<file path="src/hdl/boot_proto_pkg.sv">
// Constants and state codes shared by both ends of the boot link
package boot_proto_pkg;
  localparam logic [7:0] MATCH_BYTE = 8'h5a;
  localparam logic [7:0] ERR_LEAD0  = 8'ha1;
  localparam logic [7:0] ERR_LEAD1  = 8'ha3;
  localparam logic [7:0] ERR_BAUD   = 8'h62;
  localparam logic [7:0] ERR_CMD    = 8'h63;
  localparam logic [7:0] CMD_WRITE  = 8'h30;
  localparam logic [7:0] CMD_ERASE  = 8'hf0;
  localparam logic [7:0] REC_MARK   = 8'h3a;
  localparam logic [7:0] BAUD_INIT  = 8'h28;
  localparam logic [7:0] REC_DATA   = 8'h00;
  localparam logic [7:0] REC_END    = 8'h01;
  localparam logic [3:0] ERR_REPEAT = 4'h3;
  localparam logic [3:0] ERR_MID    = 4'h6;
  localparam logic [3:0] ERR_TOTAL  = 4'h9;
  localparam logic [1:0] ADDR_LAST  = 2'h3;
  localparam logic [2:0] HOST_GAP   = 3'h4;
  localparam int CLK_PERIOD_PS = 5000;
  localparam int RETRY_TIME_US = 100;
  localparam int RETRY_CYC     = RETRY_TIME_US * 1000000 / CLK_PERIOD_PS;

  typedef enum logic [3:0] {
    D_MATCH = 4'b0000, D_TX    = 4'b0001, D_BAUD  = 4'b0010,
    D_CMD   = 4'b0011, D_ADDR  = 4'b0100, D_CNTRD = 4'b0101,
    D_CNTGET= 4'b0110, D_PWD   = 4'b0111, D_PWCMP = 4'b1000,
    D_RANGE = 4'b1001, D_MARK  = 4'b1010, D_REC   = 4'b1011,
    D_JOB   = 4'b1100, D_SUMLO = 4'b1101, D_ERR   = 4'b1110,
    D_HALT  = 4'b1111
  } dev_st_e;

  typedef enum logic [3:0] {
    C_IDLE  = 4'b0000, C_MATCH = 4'b0001, C_WMATCH = 4'b0010,
    C_BAUD  = 4'b0011, C_WBAUD = 4'b0100, C_CMD    = 4'b0101,
    C_WCMD  = 4'b0110, C_ADDR  = 4'b0111, C_PAY    = 4'b1000,
    C_WSUMH = 4'b1001, C_WSUML = 4'b1010
  } ctrl_st_e;
endpackage : boot_proto_pkg

</file>
<file path="src/hdl/boot_link_if.sv">
// Byte-level link between the boot loader and the programming controller
`timescale 1ns/1ps
`default_nettype none
interface boot_link_if;
  logic       hValid;
  logic [7:0] hData;
  logic       hErr;
  logic       dValid;
  logic [7:0] dData;
  logic       dReady;
  logic [7:0] linkBaud;
  modport dev  (input hValid, hData, hErr, dReady,
                output dValid, dData, linkBaud);
  modport ctrl (output hValid, hData, hErr, dReady,
                input dValid, dData, linkBaud);
endinterface : boot_link_if
`default_nettype wire

</file>
<file path="src/hdl/boot_loader_dev.sv">
// Device end: boot loader command interpreter
`timescale 1ns/1ps
`default_nettype none
module boot_loader_dev
  import boot_proto_pkg::*;
#(
  parameter logic [255:0] BAUD_VALID = 256'h1 << BAUD_INIT,
  parameter logic [7:0]   CHIP_RANGE = 8'h1f
) (
  input  wire logic        clk,
  input  wire logic        sys_rst,
  input  wire logic        ce,
  boot_link_if.dev         link,
  output logic [15:0]      memAddr,
  input  wire logic [7:0]  memData,
  input  wire logic        blankArea,
  input  wire logic        readProt,
  output logic             wrValid,
  output logic [15:0]      wrAddr,
  output logic [7:0]       wrData,
  output logic             eraseReq,
  output logic [7:0]       eraseRange,
  output logic             sumReq,
  input  wire logic        jobDone,
  input  wire logic [15:0] jobSum,
  output logic             halted
);

  if (BAUD_VALID == 256'h0) begin : g_chk
    $error("BAUD_VALID accepts no code");
  end

  typedef struct packed {
    dev_st_e     st;
    dev_st_e     ret;
    logic [7:0]  txData;
    logic        txValid;
    logic [3:0]  txCnt;
    logic [7:0]  errCode;
    logic [7:0]  cmd;
    logic [1:0]  aIdx;
    logic [15:0] cntAddr;
    logic [15:0] cmpAddr;
    logic [15:0] memAddr;
    logic [7:0]  pwLeft;
    logic [7:0]  rxByte;
    logic [7:0]  baud;
    logic        baudPend;
    logic [7:0]  linkBaud;
    logic [7:0]  recLen;
    logic [2:0]  recPos;
    logic [7:0]  recSum;
    logic [7:0]  recType;
    logic [15:0] recAddr;
    logic [15:0] sum;
    logic        wrValid;
    logic        eraseReq;
    logic        jobReq;
    logic        halt;
  } dev_s;

  dev_s r;
  dev_s n;

  // ==========================================================
  // Next state
  always_comb begin
    n          = r;
    n.wrValid  = 1'b0;
    n.eraseReq = 1'b0;
    n.jobReq   = 1'b0;
    case (r.st)
      D_MATCH: begin
        if (link.hValid && !link.hErr && link.hData == MATCH_BYTE) begin
          n.txData  = MATCH_BYTE;
          n.txValid = 1'b1;
          n.ret     = D_BAUD;
          n.st      = D_TX;
        end
      end
      D_TX: begin
        if (link.dReady) begin
          n.txValid = 1'b0;
          n.st      = r.ret;
          if (r.baudPend) begin
            n.linkBaud = r.baud;
            n.baudPend = 1'b0;
          end
        end
      end
      D_BAUD: begin
        if (link.hValid) begin
          if (!link.hErr && BAUD_VALID[link.hData]) begin
            n.baud     = link.hData;
            n.baudPend = 1'b1;
            n.txData   = link.hData;
            n.txValid  = 1'b1;
            n.ret      = D_CMD;
            n.st       = D_TX;
          end else begin
            n.errCode = ERR_BAUD;
            n.txCnt   = 4'h0;
            n.st      = D_ERR;
          end
        end
      end
      D_CMD: begin
        if (link.hValid) begin
          n.cmd  = link.hData;
          n.aIdx = 2'h0;
          if (link.hErr) begin
            n.st = D_HALT;
          end else if (link.hData == CMD_WRITE && readProt) begin
            n.st = D_HALT;
          end else if (link.hData == CMD_WRITE ||
                       link.hData == CMD_ERASE) begin
            n.txData  = link.hData;
            n.txValid = 1'b1;
            n.ret     = D_ADDR;
            n.st      = D_TX;
          end else begin
            n.errCode = ERR_CMD;
            n.txCnt   = 4'h0;
            n.st      = D_ERR;
          end
        end
      end
      D_ADDR: begin
        if (link.hValid) begin
          if (link.hErr) begin
            n.st = D_HALT;
          end else begin
            {n.cntAddr, n.cmpAddr} = {r.cntAddr[7:0], r.cmpAddr,
                                      link.hData};
            n.aIdx = r.aIdx + 2'h1;
            if (r.aIdx == ADDR_LAST) begin
              n.memAddr = {r.cntAddr[7:0], r.cmpAddr[15:8]};
              if (blankArea) begin
                n.st = (r.cmd == CMD_ERASE) ? D_RANGE : D_MARK;
              end else begin
                n.st = D_CNTRD;
              end
            end
          end
        end
      end
      D_CNTRD: begin
        n.st = D_CNTGET;
      end
      D_CNTGET: begin
        if (memData == 8'h00) begin
          n.st = D_HALT;
        end else begin
          n.pwLeft  = memData;
          n.memAddr = r.cmpAddr;
          n.st      = D_PWD;
        end
      end
      D_PWD: begin
        if (link.hValid) begin
          n.rxByte = link.hData;
          n.st     = link.hErr ? D_HALT : D_PWCMP;
        end
      end
      D_PWCMP: begin
        if (memData != r.rxByte) begin
          n.st = D_HALT;
        end else begin
          n.pwLeft  = r.pwLeft - 8'h01;
          n.memAddr = r.memAddr + 16'h0001;
          if (r.pwLeft == 8'h01) begin
            n.st = (r.cmd == CMD_ERASE) ? D_RANGE : D_MARK;
          end else begin
            n.st = D_PWD;
          end
        end
      end
      D_RANGE: begin
        if (link.hValid) begin
          if (link.hErr || (readProt && link.hData != CHIP_RANGE)) begin
            n.st = D_HALT;
          end else begin
            n.rxByte   = link.hData;
            n.eraseReq = 1'b1;
            n.st       = D_JOB;
          end
        end
      end
      D_MARK: begin
        if (link.hValid && !link.hErr && link.hData == REC_MARK) begin
          n.recPos = 3'h0;
          n.recSum = 8'h00;
          n.st     = D_REC;
        end
      end
      D_REC: begin
        if (link.hValid) begin
          n.recSum = r.recSum + link.hData;
          if (link.hErr) begin
            n.st = D_HALT;
          end else begin
            case (r.recPos)
              3'h0: begin
                n.recLen = link.hData;
                n.recPos = 3'h1;
              end
              3'h1: begin
                n.recAddr[15:8] = link.hData;
                n.recPos        = 3'h2;
              end
              3'h2: begin
                n.recAddr[7:0] = link.hData;
                n.recPos       = 3'h3;
              end
              3'h3: begin
                n.recType = link.hData;
                n.recPos  = (r.recLen == 8'h00) ? 3'h5 : 3'h4;
              end
              3'h4: begin
                n.wrValid = 1'b1;
                n.memAddr = r.recAddr;
                n.rxByte  = link.hData;
                n.recAddr = r.recAddr + 16'h0001;
                n.recLen  = r.recLen - 8'h01;
                if (r.recLen == 8'h01) begin
                  n.recPos = 3'h5;
                end
              end
              default: begin
                if (n.recSum != 8'h00 ||
                    (r.recType != REC_DATA && r.recType != REC_END)) begin
                  n.st = D_HALT;
                end else if (r.recType == REC_END) begin
                  n.jobReq = 1'b1;
                  n.st     = D_JOB;
                end else begin
                  n.st = D_MARK;
                end
              end
            endcase
          end
        end
      end
      D_JOB: begin
        if (jobDone) begin
          n.sum     = jobSum;
          n.txData  = jobSum[15:8];
          n.txValid = 1'b1;
          n.ret     = D_SUMLO;
          n.st      = D_TX;
        end
      end
      D_SUMLO: begin
        n.txData  = r.sum[7:0];
        n.txValid = 1'b1;
        n.ret     = D_CMD;
        n.st      = D_TX;
      end
      D_ERR: begin
        if (r.txValid) begin
          if (link.dReady) begin
            n.txValid = 1'b0;
          end
        end else if (r.txCnt == ERR_TOTAL) begin
          n.st = D_HALT;
        end else begin
          n.txValid = 1'b1;
          n.txCnt   = r.txCnt + 4'h1;
          n.txData  = (r.txCnt < ERR_REPEAT) ? ERR_LEAD0 :
                      (r.txCnt < ERR_MID)    ? ERR_LEAD1 : r.errCode;
        end
      end
      default: begin
        n.st      = D_HALT;
        n.txValid = 1'b0;
      end
    endcase
    n.halt = (n.st == D_HALT);
  end

  // ==========================================================
  // State register
  always_ff @(posedge clk or posedge sys_rst) begin
    if (sys_rst) begin
      r          <= '0;
      r.linkBaud <= BAUD_INIT;
    end else if (ce) begin
      r <= n;
    end
  end

  assign link.dValid   = r.txValid;
  assign link.dData    = r.txData;
  assign link.linkBaud = r.linkBaud;
  assign memAddr       = r.memAddr;
  assign wrValid       = r.wrValid;
  assign wrAddr        = r.memAddr;
  assign wrData        = r.rxByte;
  assign eraseReq      = r.eraseReq;
  assign eraseRange    = r.rxByte;
  assign sumReq        = r.jobReq;
  assign halted        = r.halt;

endmodule : boot_loader_dev
`default_nettype wire

</file>
<file path="src/flat_wrapper.sv">
// flat-port wrapper written by rule: the top's interface ports become plain ports
module boot_loader_dev_flat import boot_proto_pkg::*;
#(
  parameter logic [255:0] BAUD_VALID = 256'h1 << BAUD_INIT,
  parameter logic [7:0]   CHIP_RANGE = 8'h1f
)
  (clk, sys_rst, ce, memAddr, memData, blankArea, readProt, wrValid, wrAddr, wrData, eraseReq, eraseRange, sumReq, jobDone, jobSum, halted, link_hValid, link_hData, link_hErr, link_dReady, link_dValid, link_dData, link_linkBaud);
  boot_link_if link_i ();
  input  wire logic clk;
  input  wire logic sys_rst;
  input  wire logic ce;
  output logic [15:0] memAddr;
  input  wire logic [7:0] memData;
  input  wire logic blankArea;
  input  wire logic readProt;
  output logic wrValid;
  output logic [15:0] wrAddr;
  output logic [7:0] wrData;
  output logic eraseReq;
  output logic [7:0] eraseRange;
  output logic sumReq;
  input  wire logic jobDone;
  input  wire logic [15:0] jobSum;
  output logic halted;
  input wire logic [$bits(link_i.hValid)-1:0] link_hValid;
  input wire logic [$bits(link_i.hData)-1:0] link_hData;
  input wire logic [$bits(link_i.hErr)-1:0] link_hErr;
  input wire logic [$bits(link_i.dReady)-1:0] link_dReady;
  output wire logic [$bits(link_i.dValid)-1:0] link_dValid;
  output wire logic [$bits(link_i.dData)-1:0] link_dData;
  output wire logic [$bits(link_i.linkBaud)-1:0] link_linkBaud;
  assign link_i.hValid = link_hValid;
  assign link_i.hData = link_hData;
  assign link_i.hErr = link_hErr;
  assign link_i.dReady = link_dReady;
  assign link_dValid = link_i.dValid;
  assign link_dData = link_i.dData;
  assign link_linkBaud = link_i.linkBaud;
  boot_loader_dev #(.BAUD_VALID(BAUD_VALID), .CHIP_RANGE(CHIP_RANGE)) u_core (.clk(clk), .sys_rst(sys_rst), .ce(ce), .link(link_i), .memAddr(memAddr), .memData(memData), .blankArea(blankArea), .readProt(readProt), .wrValid(wrValid), .wrAddr(wrAddr), .wrData(wrData), .eraseReq(eraseReq), .eraseRange(eraseRange), .sumReq(sumReq), .jobDone(jobDone), .jobSum(jobSum), .halted(halted));
endmodule
</file>
<file path="config.mk">
export PLATFORM = sky130hd
export DESIGN_NAME = boot_loader_dev_flat
export DESIGN_NICKNAME = d
export VERILOG_FILES = /design/src/hdl/boot_proto_pkg.sv /design/src/hdl/boot_link_if.sv /design/src/hdl/boot_loader_dev.sv /design/src/flat_wrapper.sv
export SDC_FILE = /design/constraint.sdc
export NUM_CORES = 1
export LEC_CHECK = 0
export BUFFER_PORTS_ARGS = -buffer_cell sky130_fd_sc_hd__buf_4
export CAP_MARGIN = 20
export CORE_MARGIN = 1
export CORE_UTILIZATION = 59
export DETAILED_ROUTE_END_ITERATION = 8
export GPL_TIMING_DRIVEN = 0
export PLACE_DENSITY = 0.79
export SYNTH_ARGS = -nofsm -noshare
export SYNTH_HDL_FRONTEND = slang
export SYNTH_SLANG_ARGS = --single-unit
</file>
<file path="constraint.sdc">
create_clock -name clk -period 7.2 [get_ports clk]
set_clock_uncertainty 0.05 [all_clocks]
set_input_delay 1.44 -clock clk [delete_from_list [all_inputs] [get_ports clk]]
set_output_delay 1.44 -clock clk [all_outputs]
set_load 0.03 [all_outputs]
</file>
==> results.ini, run 1 <==
[cts]
clock_path_buffers=2
htree_levels=4
clk_pin_slew_ns=0.06
cts_resized=0
root_buffer=clkbuf_16
cts_sinks=161
hold_buffers=0
post_cts_buffers=0
clock_latency_ns=0.43
tritoncts=built
cts_buffers=17

[worst_setup_path]
cp.arrival_ns=4.22
r2r_end=u_core.halted
crit_end=u_core.halted
cp-start-kind=input pin
critPathSlowestCell=clkbuf_1
worstPathCellList=buf_4 > clkbuf_1 > nor4bb_1 > a31oi_1 > a2bb2oi_1 > a31oi_1 > or4_1 > a21oi_1 > o32ai_1
path_max_fanout=10
cp_common_cell=a31oi_1
rrSetupSlack_ns=3.95
critPathKind=input pin to flip-flop
reg2reg_depth=9
crit_start=link_hData[3]
critPathTopFamily=compound AO/OA/AOI/OAI gates
crit_path_max_incr_delay_ns=0.67
crit_cells=9
crit_buf_inv=2
crit_path_end_kind=flip-flop
required_ns=7.44
r2r-start=u_core.r[179]

[grt]
grt_start_max_net_pins=101
antenna_found_initial=0
grt.total_usage=0.339
grt_pass1_vias=8097
grt_pass1_wl_um=43200
gr-total-overflow=0

[place]
dp_hpwl_um=19200
gp_congestion=0.935
io_buffers=108

[sta]
post-route-period-util=0.554
timing.slew.headroom=0.382
slew_viol_final=0
fin_crit_ns=3.99
hold_viol=0
worstMarginPinSlew_ns=0.918
hold_slack_ns=0.416
fmax_mhz=251
rsz0062_at_grt=no
setup_viol=0

[cells_and_area]
nets=1201
n_antenna_cell=0
fillers=1230
layout-drive-gt1-share=0.261
area_growth_pct=18.0

[routing]
vias=8733
drtIter0Drc=1110
drc=0
postRouteAntennaNets=0
highest_layer=met5
drt-vias-per-instance=6.37
wl_um=27300
wl_met2_um=12700
first_pass_iters=6
wl_per_cell_um=19.9
m1WireLength_um=11200
wl_met3_um=2560

[logic_synthesis]
yosys_most_used_dff=dfrtp_1
synth_nets=1072
synthCells=1014
synth.top_cell.area_share=0.417
synth-seq-area-share=0.422
syn_avg_cell_area_um2=9.42
synth_simple_gate_area_frac=0.156
ys_async_sr_fraction=1.00
post-synth-top-count-cell=dfrtp_1
ys_warn_count=0
synth_top_family_by_area=compound AO/OA/AOI/OAI gates
synth_top_cell_by_area=dfrtp_1
synth_edf_count=0
synth-seq-cells=161
ys_top_cells_by_area=dfrtp_1 42%, mux2_2 7.0%, o21ai_0 5.2%, buf_4 5.0%, a21oi_1 3.5%
synthXorXnorAreaFrac=0.0138
synth_compound_area_frac=0.216
yosys.area_share.adder=0.0231
synthMuxAreaShare=0.0822
synth_cell_type_count=81
synthesis.area_um2=9550
synth_common_cells=159 x dfrtp_1, 100 x o21ai_0, 73 x nor2_1

[run]
cap_violations=0

[floorplan]
die_h_um=129
start_util=0.603
ios=110
rows=46
coreArea_um2=15800
dieArea_um2=16700
chipWidth_um=129

[power]
powerDensity_nw_per_um2=400
p_leak_nw=5.16
power.total_mw=4.51
ir_drop_v=0.000296

[outcome]
status=completed

[hold_path]
worstHoldPathType=flip-flop to flip-flop

[worst reg2reg max path, stage by stage, from the launching register on]
cell	delay, ns
dfrtp_1	0.38
clkbuf_1	0.36
nor2_1	0.29
nand2_1	0.14
clkbuf_1	0.44
nor2_1	0.10
a2111oi_0	0.76
nand3b_1	0.20
o31ai_1	0.29
o32ai_1	0.11
[metal layers]
metal / global-route usage / up-vias
met3: 0.0595 / 72
met1: 0.468 / 4211
li1: - / 3945
met4: 0.140 / 2
met5: 0 / -
met2: 0.529 / 503
[sequential cells by signal, summed over array words and instances, names as in the netlist]
name                  flops
u_core.eraseRange         8
u_core.eraseReq           1
u_core.halted             1
u_core.link.dData         8
u_core.link.dValid        1
u_core.link.linkBaud      8
u_core.memAddr           16
u_core.r                116
u_core.sumReq             1
u_core.wrValid            1
[power breakdown]
part	internal (mW)	leakage [nW]	switching, mW
Combinational	0.861	2.75	1.24
Clock	0.543	0.288	0.382
Sequential	1.19	2.13	0.297
[kinds of logic after synthesis]
logic type / count (synthesis)
xor+xnor: 15
fa+ha+maj: 17
simple gates: 292
buf+inv: 146
mux: 67
flops: 161
compound gates: 316
[per-stage QoR]
stage	cell area, µm²	setup TNS [ns]	setup slack [ns]	utilization	std cells
global placement	10600	-72.00	-0.470	0.672	1338
global route	11300	0	3.07	0.712	1372
finish	11300	0	3.21	0.712	1372
CTS	11300	0	3.30	0.712	1372
floorplan	9550	0	1.37	-	1014
detailed placement	10700	0	2.85	0.674	1340
[worst min path at each step]
stage            startpoint            to  slack [ns]  cells past startpoint
6_report       u_core.r[77]  u_core.r[77]        0.42                      1
5_1_grt        u_core.r[77]  u_core.r[77]        0.42                      1
4_1_cts        u_core.r[77]  u_core.r[77]        0.42                      1
3_5_place_dp   u_core.r[77]  u_core.r[77]        0.40                      1
3_3_place_gp   u_core.r[77]  u_core.r[77]        0.40                      1
2_1_floorplan  u_core.r[75]  u_core.r[75]        0.39                      1
[layout by cell type, fill, tap and decap left out, types with 8 or more instances in the layout]
cell type / synthesis / routed
or3_1: 8 / 8
mux2_2: 59 / 59
a31oi_1: 19 / 19
a21oi_1: 66 / 66
nor4_1: 13 / 13
buf_4: 64 / 172
nand2_1: 65 / 65
o21ai_0: 100 / 100
ha_1: 16 / 16
a22oi_1: 10 / 10
a222oi_1: 14 / 14
xnor2_1: 13 / 13
a22o_1: 13 / 13
a21o_1: 8 / 8
nor2_1: 73 / 73
clkbuf_1: 39 / 41
nor2b_1: 13 / 13
clkbuf_16: 0 / 17
inv_1: 22 / 21
and3_1: 16 / 16
mux2_4: 8 / 8
nor3_1: 19 / 19
buf_2: 12 / 13
nand4_1: 11 / 11
nand2b_1: 12 / 12
dfrtp_1: 159 / 159
nand3_1: 29 / 29
[final cells by class]
class,instances,area [µm²],share of cell area
Multi-Input combinational cell,707,4690,0.416
Sequential cell,161,4030,0.358
Tap cell,216,270,0.0240
Clock inverter,10,124,0.0110
Inverter,22,90.1,0.00799
Clock buffer,22,474,0.0421
Timing Repair Buffer,110,843,0.0748
Buffer,124,744,0.0661
Note: power is estimated with default switching activity, not from simulation.
==> run 2: changes to the inputs <==
--- a/config.mk
+++ b/config.mk
@@ -5,13 +5,14 @@
 export SDC_FILE = /design/constraint.sdc
 export NUM_CORES = 1
 export LEC_CHECK = 0
+export ABC_AREA = 1
 export BUFFER_PORTS_ARGS = -buffer_cell sky130_fd_sc_hd__buf_4
 export CAP_MARGIN = 20
 export CORE_MARGIN = 1
-export CORE_UTILIZATION = 59
+export CORE_UTILIZATION = 54
 export DETAILED_ROUTE_END_ITERATION = 8
 export GPL_TIMING_DRIVEN = 0
-export PLACE_DENSITY = 0.79
+export PLACE_DENSITY = 0.76
 export SYNTH_ARGS = -nofsm -noshare
 export SYNTH_HDL_FRONTEND = slang
 export SYNTH_SLANG_ARGS = --single-unit
==> constraint.sdc (replaced) <==
create_clock -name clk -period 3.64 [get_ports clk]
set_clock_uncertainty 0.05 [all_clocks]
set_input_delay 0.728 -clock clk [delete_from_list [all_inputs] [get_ports clk]]
set_output_delay 0.728 -clock clk [all_outputs]
set_load 0.03 [all_outputs]
==> run 2 against run 1 <==
Compared with the run above:
- cell count increased by 21%
- sequential cell count unchanged
- highest routed layer is now met4
- register-to-register slack got worse by 2.9 ns
==> results.ini, run 2 <==
[outcome]
status=completed

[sta]
setup_viol=0
hold_slack_ns=0.302
timing.slew.headroom=0.552
post-route-period-util=0.735
fin_crit_ns=2.68
fmax_mhz=374
hold_viol=0
rsz0062_at_grt=no
slew_viol_final=0
fin_ws_ns=0.964
tns_ns=0
worstMarginPinSlew_ns=0.669

[cells_and_area]
layout-drive-gt1-share=0.195
nets=1485
largest_reg_flops=116
area_growth_pct=18.3
fillers=1467
layout_commonest_cell=nand2_1
n_antenna_cell=0
multiInputGateArea_um2=4450
final_cell_count_no_fill=1665
final_area_um2=11500
seq_area_um2=4030
fin_util=0.660
regMostFlops=u_core.r
final_cell_mix=307 x nand2_1, 172 x buf_4, 159 x dfrtp_1

[power]
p_leak_nw=5.79
power.total_mw=8.57
power_frac_seq=0.337
swShare=0.415
ir_drop_v=0.000434
p_int_mw=5.01
pwr-share-comb=0.446
powerDensity_nw_per_um2=743
clkPwrFrac=0.217
p_switching_mw=3.56

[grt]
antenna_found_initial=0
gr-total-overflow=0
grt_pass1_wl_um=41200
grt_start_max_net_pins=41
grt.total_usage=0.288
grt_pass1_vias=8241

[floorplan]
dieArea_um2=18600
chipWidth_um=136
start_util=0.558
die_h_um=136
coreArea_um2=17500
ios=110
rows=48

[hold_path]
worstHoldPathType=input pin to async pin

[routing]
vias=9144
postRouteAntennaNets=0
drc=0
drtIter0Drc=806
wl_per_cell_um=15.4
wl_um=25600
drt-vias-per-instance=5.49
first_pass_iters=8

[logic_synthesis]
ys_async_sr_fraction=1.00
synth_edf_count=0
ys_warn_count=0
synthesis.area_um2=9760
synth_top_cell_by_area=dfrtp_1
ys_top_cells_by_area=dfrtp_1 41%, nand2_1 12%, inv_1 6.0%, o21ai_0 6.0%, buf_4 5.0%
post-synth-top-count-cell=nand2_1
synthCells=1297
synth_cell_type_count=56
synth-seq-cells=161
syn_avg_cell_area_um2=7.52
synth_nets=1355
synth-seq-area-share=0.413
yosys_most_used_dff=dfrtp_1
synth.top_cell.area_share=0.408
synth_common_cells=307 x nand2_1, 159 x dfrtp_1, 157 x inv_1

[worst_setup_path]
cp.arrival_ns=2.92
critPathKind=input pin to flip-flop
cp-start-kind=input pin
crit_path_end_kind=flip-flop
required_ns=3.89
reg2reg_depth=18
path_max_fanout=6

[cts]
cts_resized=0
clock_latency_ns=0.43
cts_sinks=161
htree_levels=4
root_buffer=clkbuf_16
clk_pin_slew_ns=0.07
post_cts_buffers=0
cts_buffers=17
hold_buffers=0
clock_path_buffers=2
tritoncts=built

[run]
cap_violations=0

[place]
post_dp_cell_area_um2=10900
place_ws_ns=0.568
gp_congestion=0.950
io_buffers=107
dp_hpwl_um=18900
place_inst=1633

==> run 2: changes by cell type after synthesis, sizes merged, moves of 14 or more <==
cell | before | now
inv | 22 | 176
nor2 | 73 | 124
a222oi | 14 | 0
nand2 | 66 | 313
nand3 | 29 | 65
a21oi | 66 | 46
o21ai | 107 | 144
mux2 | 67 | 13
clkbuf | 39 | 15
and3 | 16 | 0
==> run 2: final cells by class <==
type / count / area share
Clock inverter: 12 / 0.0136
Inverter: 176 / 0.0576
Multi-Input combinational cell: 869 / 0.386
Sequential cell: 161 / 0.349
Tap cell: 225 / 0.0244
Clock buffer: 20 / 0.0396
Timing Repair Buffer: 111 / 0.0766
Buffer: 91 / 0.0529
==> run 2: cells by family after synthesis <==
family | count (synthesis) | share of synthesized area
flops | 161 | 0.413
mux | 14 | 0.0160
compound gates | 262 | 0.156
simple gates | 556 | 0.244
buf+inv | 267 | 0.130
xor+xnor | 20 | 0.0180
fa+ha+maj | 17 | 0.0226
==> run 2: worst paths after layout <==
check	end	start	slack (ns)
min in group clk	u_core.r[77]	u_core.r[77]	0.41
worst max register to register	u_core.r[180]	u_core.r[44]	1.04
worst max-delay path	u_core.r[180]	link_hData[0]	0.96
worst min register to register	u_core.r[77]	u_core.r[77]	0.41
worst min-delay path	u_core.r[32]	sys_rst	0.30
max in group asynchronous	u_core.link.linkBaud[5]	sys_rst	2.11
==> run 2: layer usage <==
layer  wire length, µm  vias to the layer above  track usage
met3              1920                       32       0.0582
met2             11900                      395        0.459
met4               314                        0       0.0660
li1                  -                     4465            -
met5                 0                        -            0
met1             11500                     4252        0.401
==> run 2: critical path, stage by stage <==
cell and delay (ns):
buf_4 0.15, ha_1 0.24, fa_1 0.46, nand2_1 0.09
nand2_1 0.06, nand3_1 0.10, nand2_1 0.07, nand2_1 0.06
nand2_1 0.06, nor2_1 0.21, nand3_1 0.15, nand2_1 0.09
nand2_1 0.05, nand2_1 0.09, nand2_1 0.07, nand2_1 0.06
nand2_1 0.06, nand2_1 0.06, o21ai_0 0.07
==> run 2: power groups by stage <==
| stage | sequential [mW] | combinational [mW] | clock [mW] |
|---|---|---|---|
| detailed placement | 2.89 | 3.78 | 0 |
| global placement | 2.88 | 3.71 | 0 |
| CTS | 2.87 | 3.80 | 1.88 |
| finish | 2.88 | 3.82 | 1.86 |
| floorplan | 2.78 | 2.83 | 0 |
| global route | 2.96 | 4.25 | 1.96 |
==> run 3: changes to the inputs <==
--- a/config.mk
+++ b/config.mk
@@ -9,10 +9,10 @@
 export BUFFER_PORTS_ARGS = -buffer_cell sky130_fd_sc_hd__buf_4
 export CAP_MARGIN = 20
 export CORE_MARGIN = 1
-export CORE_UTILIZATION = 54
+export CORE_UTILIZATION = 60
 export DETAILED_ROUTE_END_ITERATION = 8
 export GPL_TIMING_DRIVEN = 0
-export PLACE_DENSITY = 0.76
+export PLACE_DENSITY = 0.8
 export SYNTH_ARGS = -nofsm -noshare
 export SYNTH_HDL_FRONTEND = slang
 export SYNTH_SLANG_ARGS = --single-unit
==> constraint.sdc (replaced) <==
create_clock -name clk -period 2.71 [get_ports clk]
set_clock_uncertainty 0.05 [all_clocks]
set_input_delay 0.542 -clock clk [delete_from_list [all_inputs] [get_ports clk]]
set_output_delay 0.542 -clock clk [all_outputs]
set_load 0.03 [all_outputs]
==> run 3 against run 2 <==
Compared with the run above:
- final area is 0.19% higher
- clock power is 37% higher
- cell count is 0.54% lower
- first-iteration DRC count is 5.0% higher
- highest routed layer unchanged
==> results.ini, run 3 (synthesis gave the netlist of run 2 again) <==
[floorplan]
coreArea_um2=15900
dieArea_um2=16800
rows=46
start_util=0.614
chipWidth_um=130
die_h_um=130
ios=110

[cts]
tritoncts=built
root_buffer=clkbuf_16
cts_sinks=161
clk_pin_slew_ns=0.06
htree_levels=4
cts_buffers=17
cts_resized=0
clock_latency_ns=0.44
hold_buffers=0
post_cts_buffers=0
clock_path_buffers=2

[routing]
first_pass_iters=6
drt-vias-per-instance=5.61
postRouteAntennaNets=0
wl_per_cell_um=15.8
drc=0
wl_um=26200
drtIter0Drc=846
vias=9289

[worst_setup_path]
rrSetupSlack_ns=0.18
critPathKind=flip-flop to flip-flop
cp-start-kind=flip-flop
reg2reg_depth=12
crit_path_max_incr_delay_ns=0.50
cp.arrival_ns=2.79
cp_common_cell=nand2_1
crit_path_end_kind=flip-flop
path_max_fanout=10
r2r-start=u_core.r[179]
required_ns=2.97
critPathSlowestCell=dfrtp_1
r2r_end=u_core.memAddr[2]
worstPathCellList=nor2_1 > inv_2 > nor2_1 > buf_2 > nand2_1 > nand2_1 > inv_1 > nand2_2 > inv_2 > buf_6 > o31ai_1 > nand2_1

[sta]
fin_crit_ns=2.53
hold_viol=0
timing.slew.headroom=0.510
rsz0062_at_grt=no
post-route-period-util=0.934
tns_ns=0
fmax_mhz=395
worstMarginPinSlew_ns=0.732
fin_ws_ns=0.179
setup_viol=0
slew_viol_final=0

[grt]
grt_pass1_wl_um=42200
gr-total-overflow=0
grt_start_max_net_pins=43
grt_pass1_vias=8736
grt.total_usage=0.327
antenna_found_initial=0

[place]
gp_congestion=0.925
dp_hpwl_um=19500
io_buffers=107
place_ws_ns=-0.211
post_dp_cell_area_um2=10900

[cells_and_area]
area_growth_pct=18.5
nets=1485
largest_reg_flops=116
layout-drive-gt1-share=0.198
final_cell_mix=307 x nand2_1, 172 x buf_4, 159 x dfrtp_1
layout_commonest_cell=nand2_1
final_area_um2=11600
regMostFlops=u_core.r
n_antenna_cell=0

[power]
clkPwrFrac=0.219
ir_drop_v=0.000655
p_int_mw=6.80
power_frac_seq=0.334
power.total_mw=11.6
p_leak_nw=5.80
p_switching_mw=4.84
powerDensity_nw_per_um2=1010
pwr-share-comb=0.447
swShare=0.416

[run]
cap_violations=0

[outcome]
status=completed

[hold_path]
worstHoldPathType=input pin to async pin

==> run 3: layout make-up <==
| type | instances | area, µm² |
|---|---|---|
| clock inverters | 13 | 184 |
| fillers | 1330 | 4320 |
| flip-flops and latches | 161 | 4030 |
| well taps | 216 | 270 |
| multi-input cells | 869 | 4470 |
| plain buffers | 91 | 611 |
| inverters | 176 | 664 |
| clock buffers | 19 | 443 |
| repair buffers | 111 | 891 |
==> run 3: how the worst max path moves through the flow <==
stage,startpoint,endpoint,slack (ns),cells past startpoint
2_1_floorplan,sys_rst,u_core.eraseRange[0],0.08,1
3_3_place_gp,sys_rst,u_core.r[175],-0.90,2
3_5_place_dp,link_hData[0],u_core.r[180],-0.21,19
4_1_cts,u_core.r[44],u_core.r[180],0.14,18
5_1_grt,u_core.r[44],u_core.halted,0.01,17
6_report,u_core.r[179],u_core.memAddr[2],0.18,12
==> run 3: critical path: cells and delay by family, from the launching register on <==
family	cells	cell delay [ns]
AND/OR/NAND/NOR	6	0.99
buffers and inverters	5	0.77
AO/OA/AOI/OAI	1	0.08
flip-flops	1	0.50
==> run 3: power groups by stage <==
stage	logic, mW	clock network (mW)	registers, mW
final	5.21	2.55	3.89
after global routing	5.73	2.68	3.98
after CTS	5.16	2.57	3.87
after detailed placement	5.13	0	3.89
after global placement	4.97	0	3.86
after floorplan	3.81	0	3.74
==> run 3: through the flow <==
step | std cells | hold slack [ns] | utilization
4_1_cts | 1656 | 0.141 | 0.727
3_5_place_dp | 1624 | 0.392 | 0.688
2_1_floorplan | 1297 | 0.370 | -
6_report | 1656 | 0.127 | 0.728
3_3_place_gp | 1620 | 0.380 | 0.682
5_1_grt | 1656 | 0.150 | 0.728
==> run 3: metal layers <==
layer	routed length (µm)	part of all wire	track usage	vias up
met5	0	0	0	-
met4	538	0.021	0.124	0
met3	1830	0.070	0.0599	63
met2	12500	0.48	0.533	382
met1	11400	0.43	0.435	4375
li1	-	-	-	4469
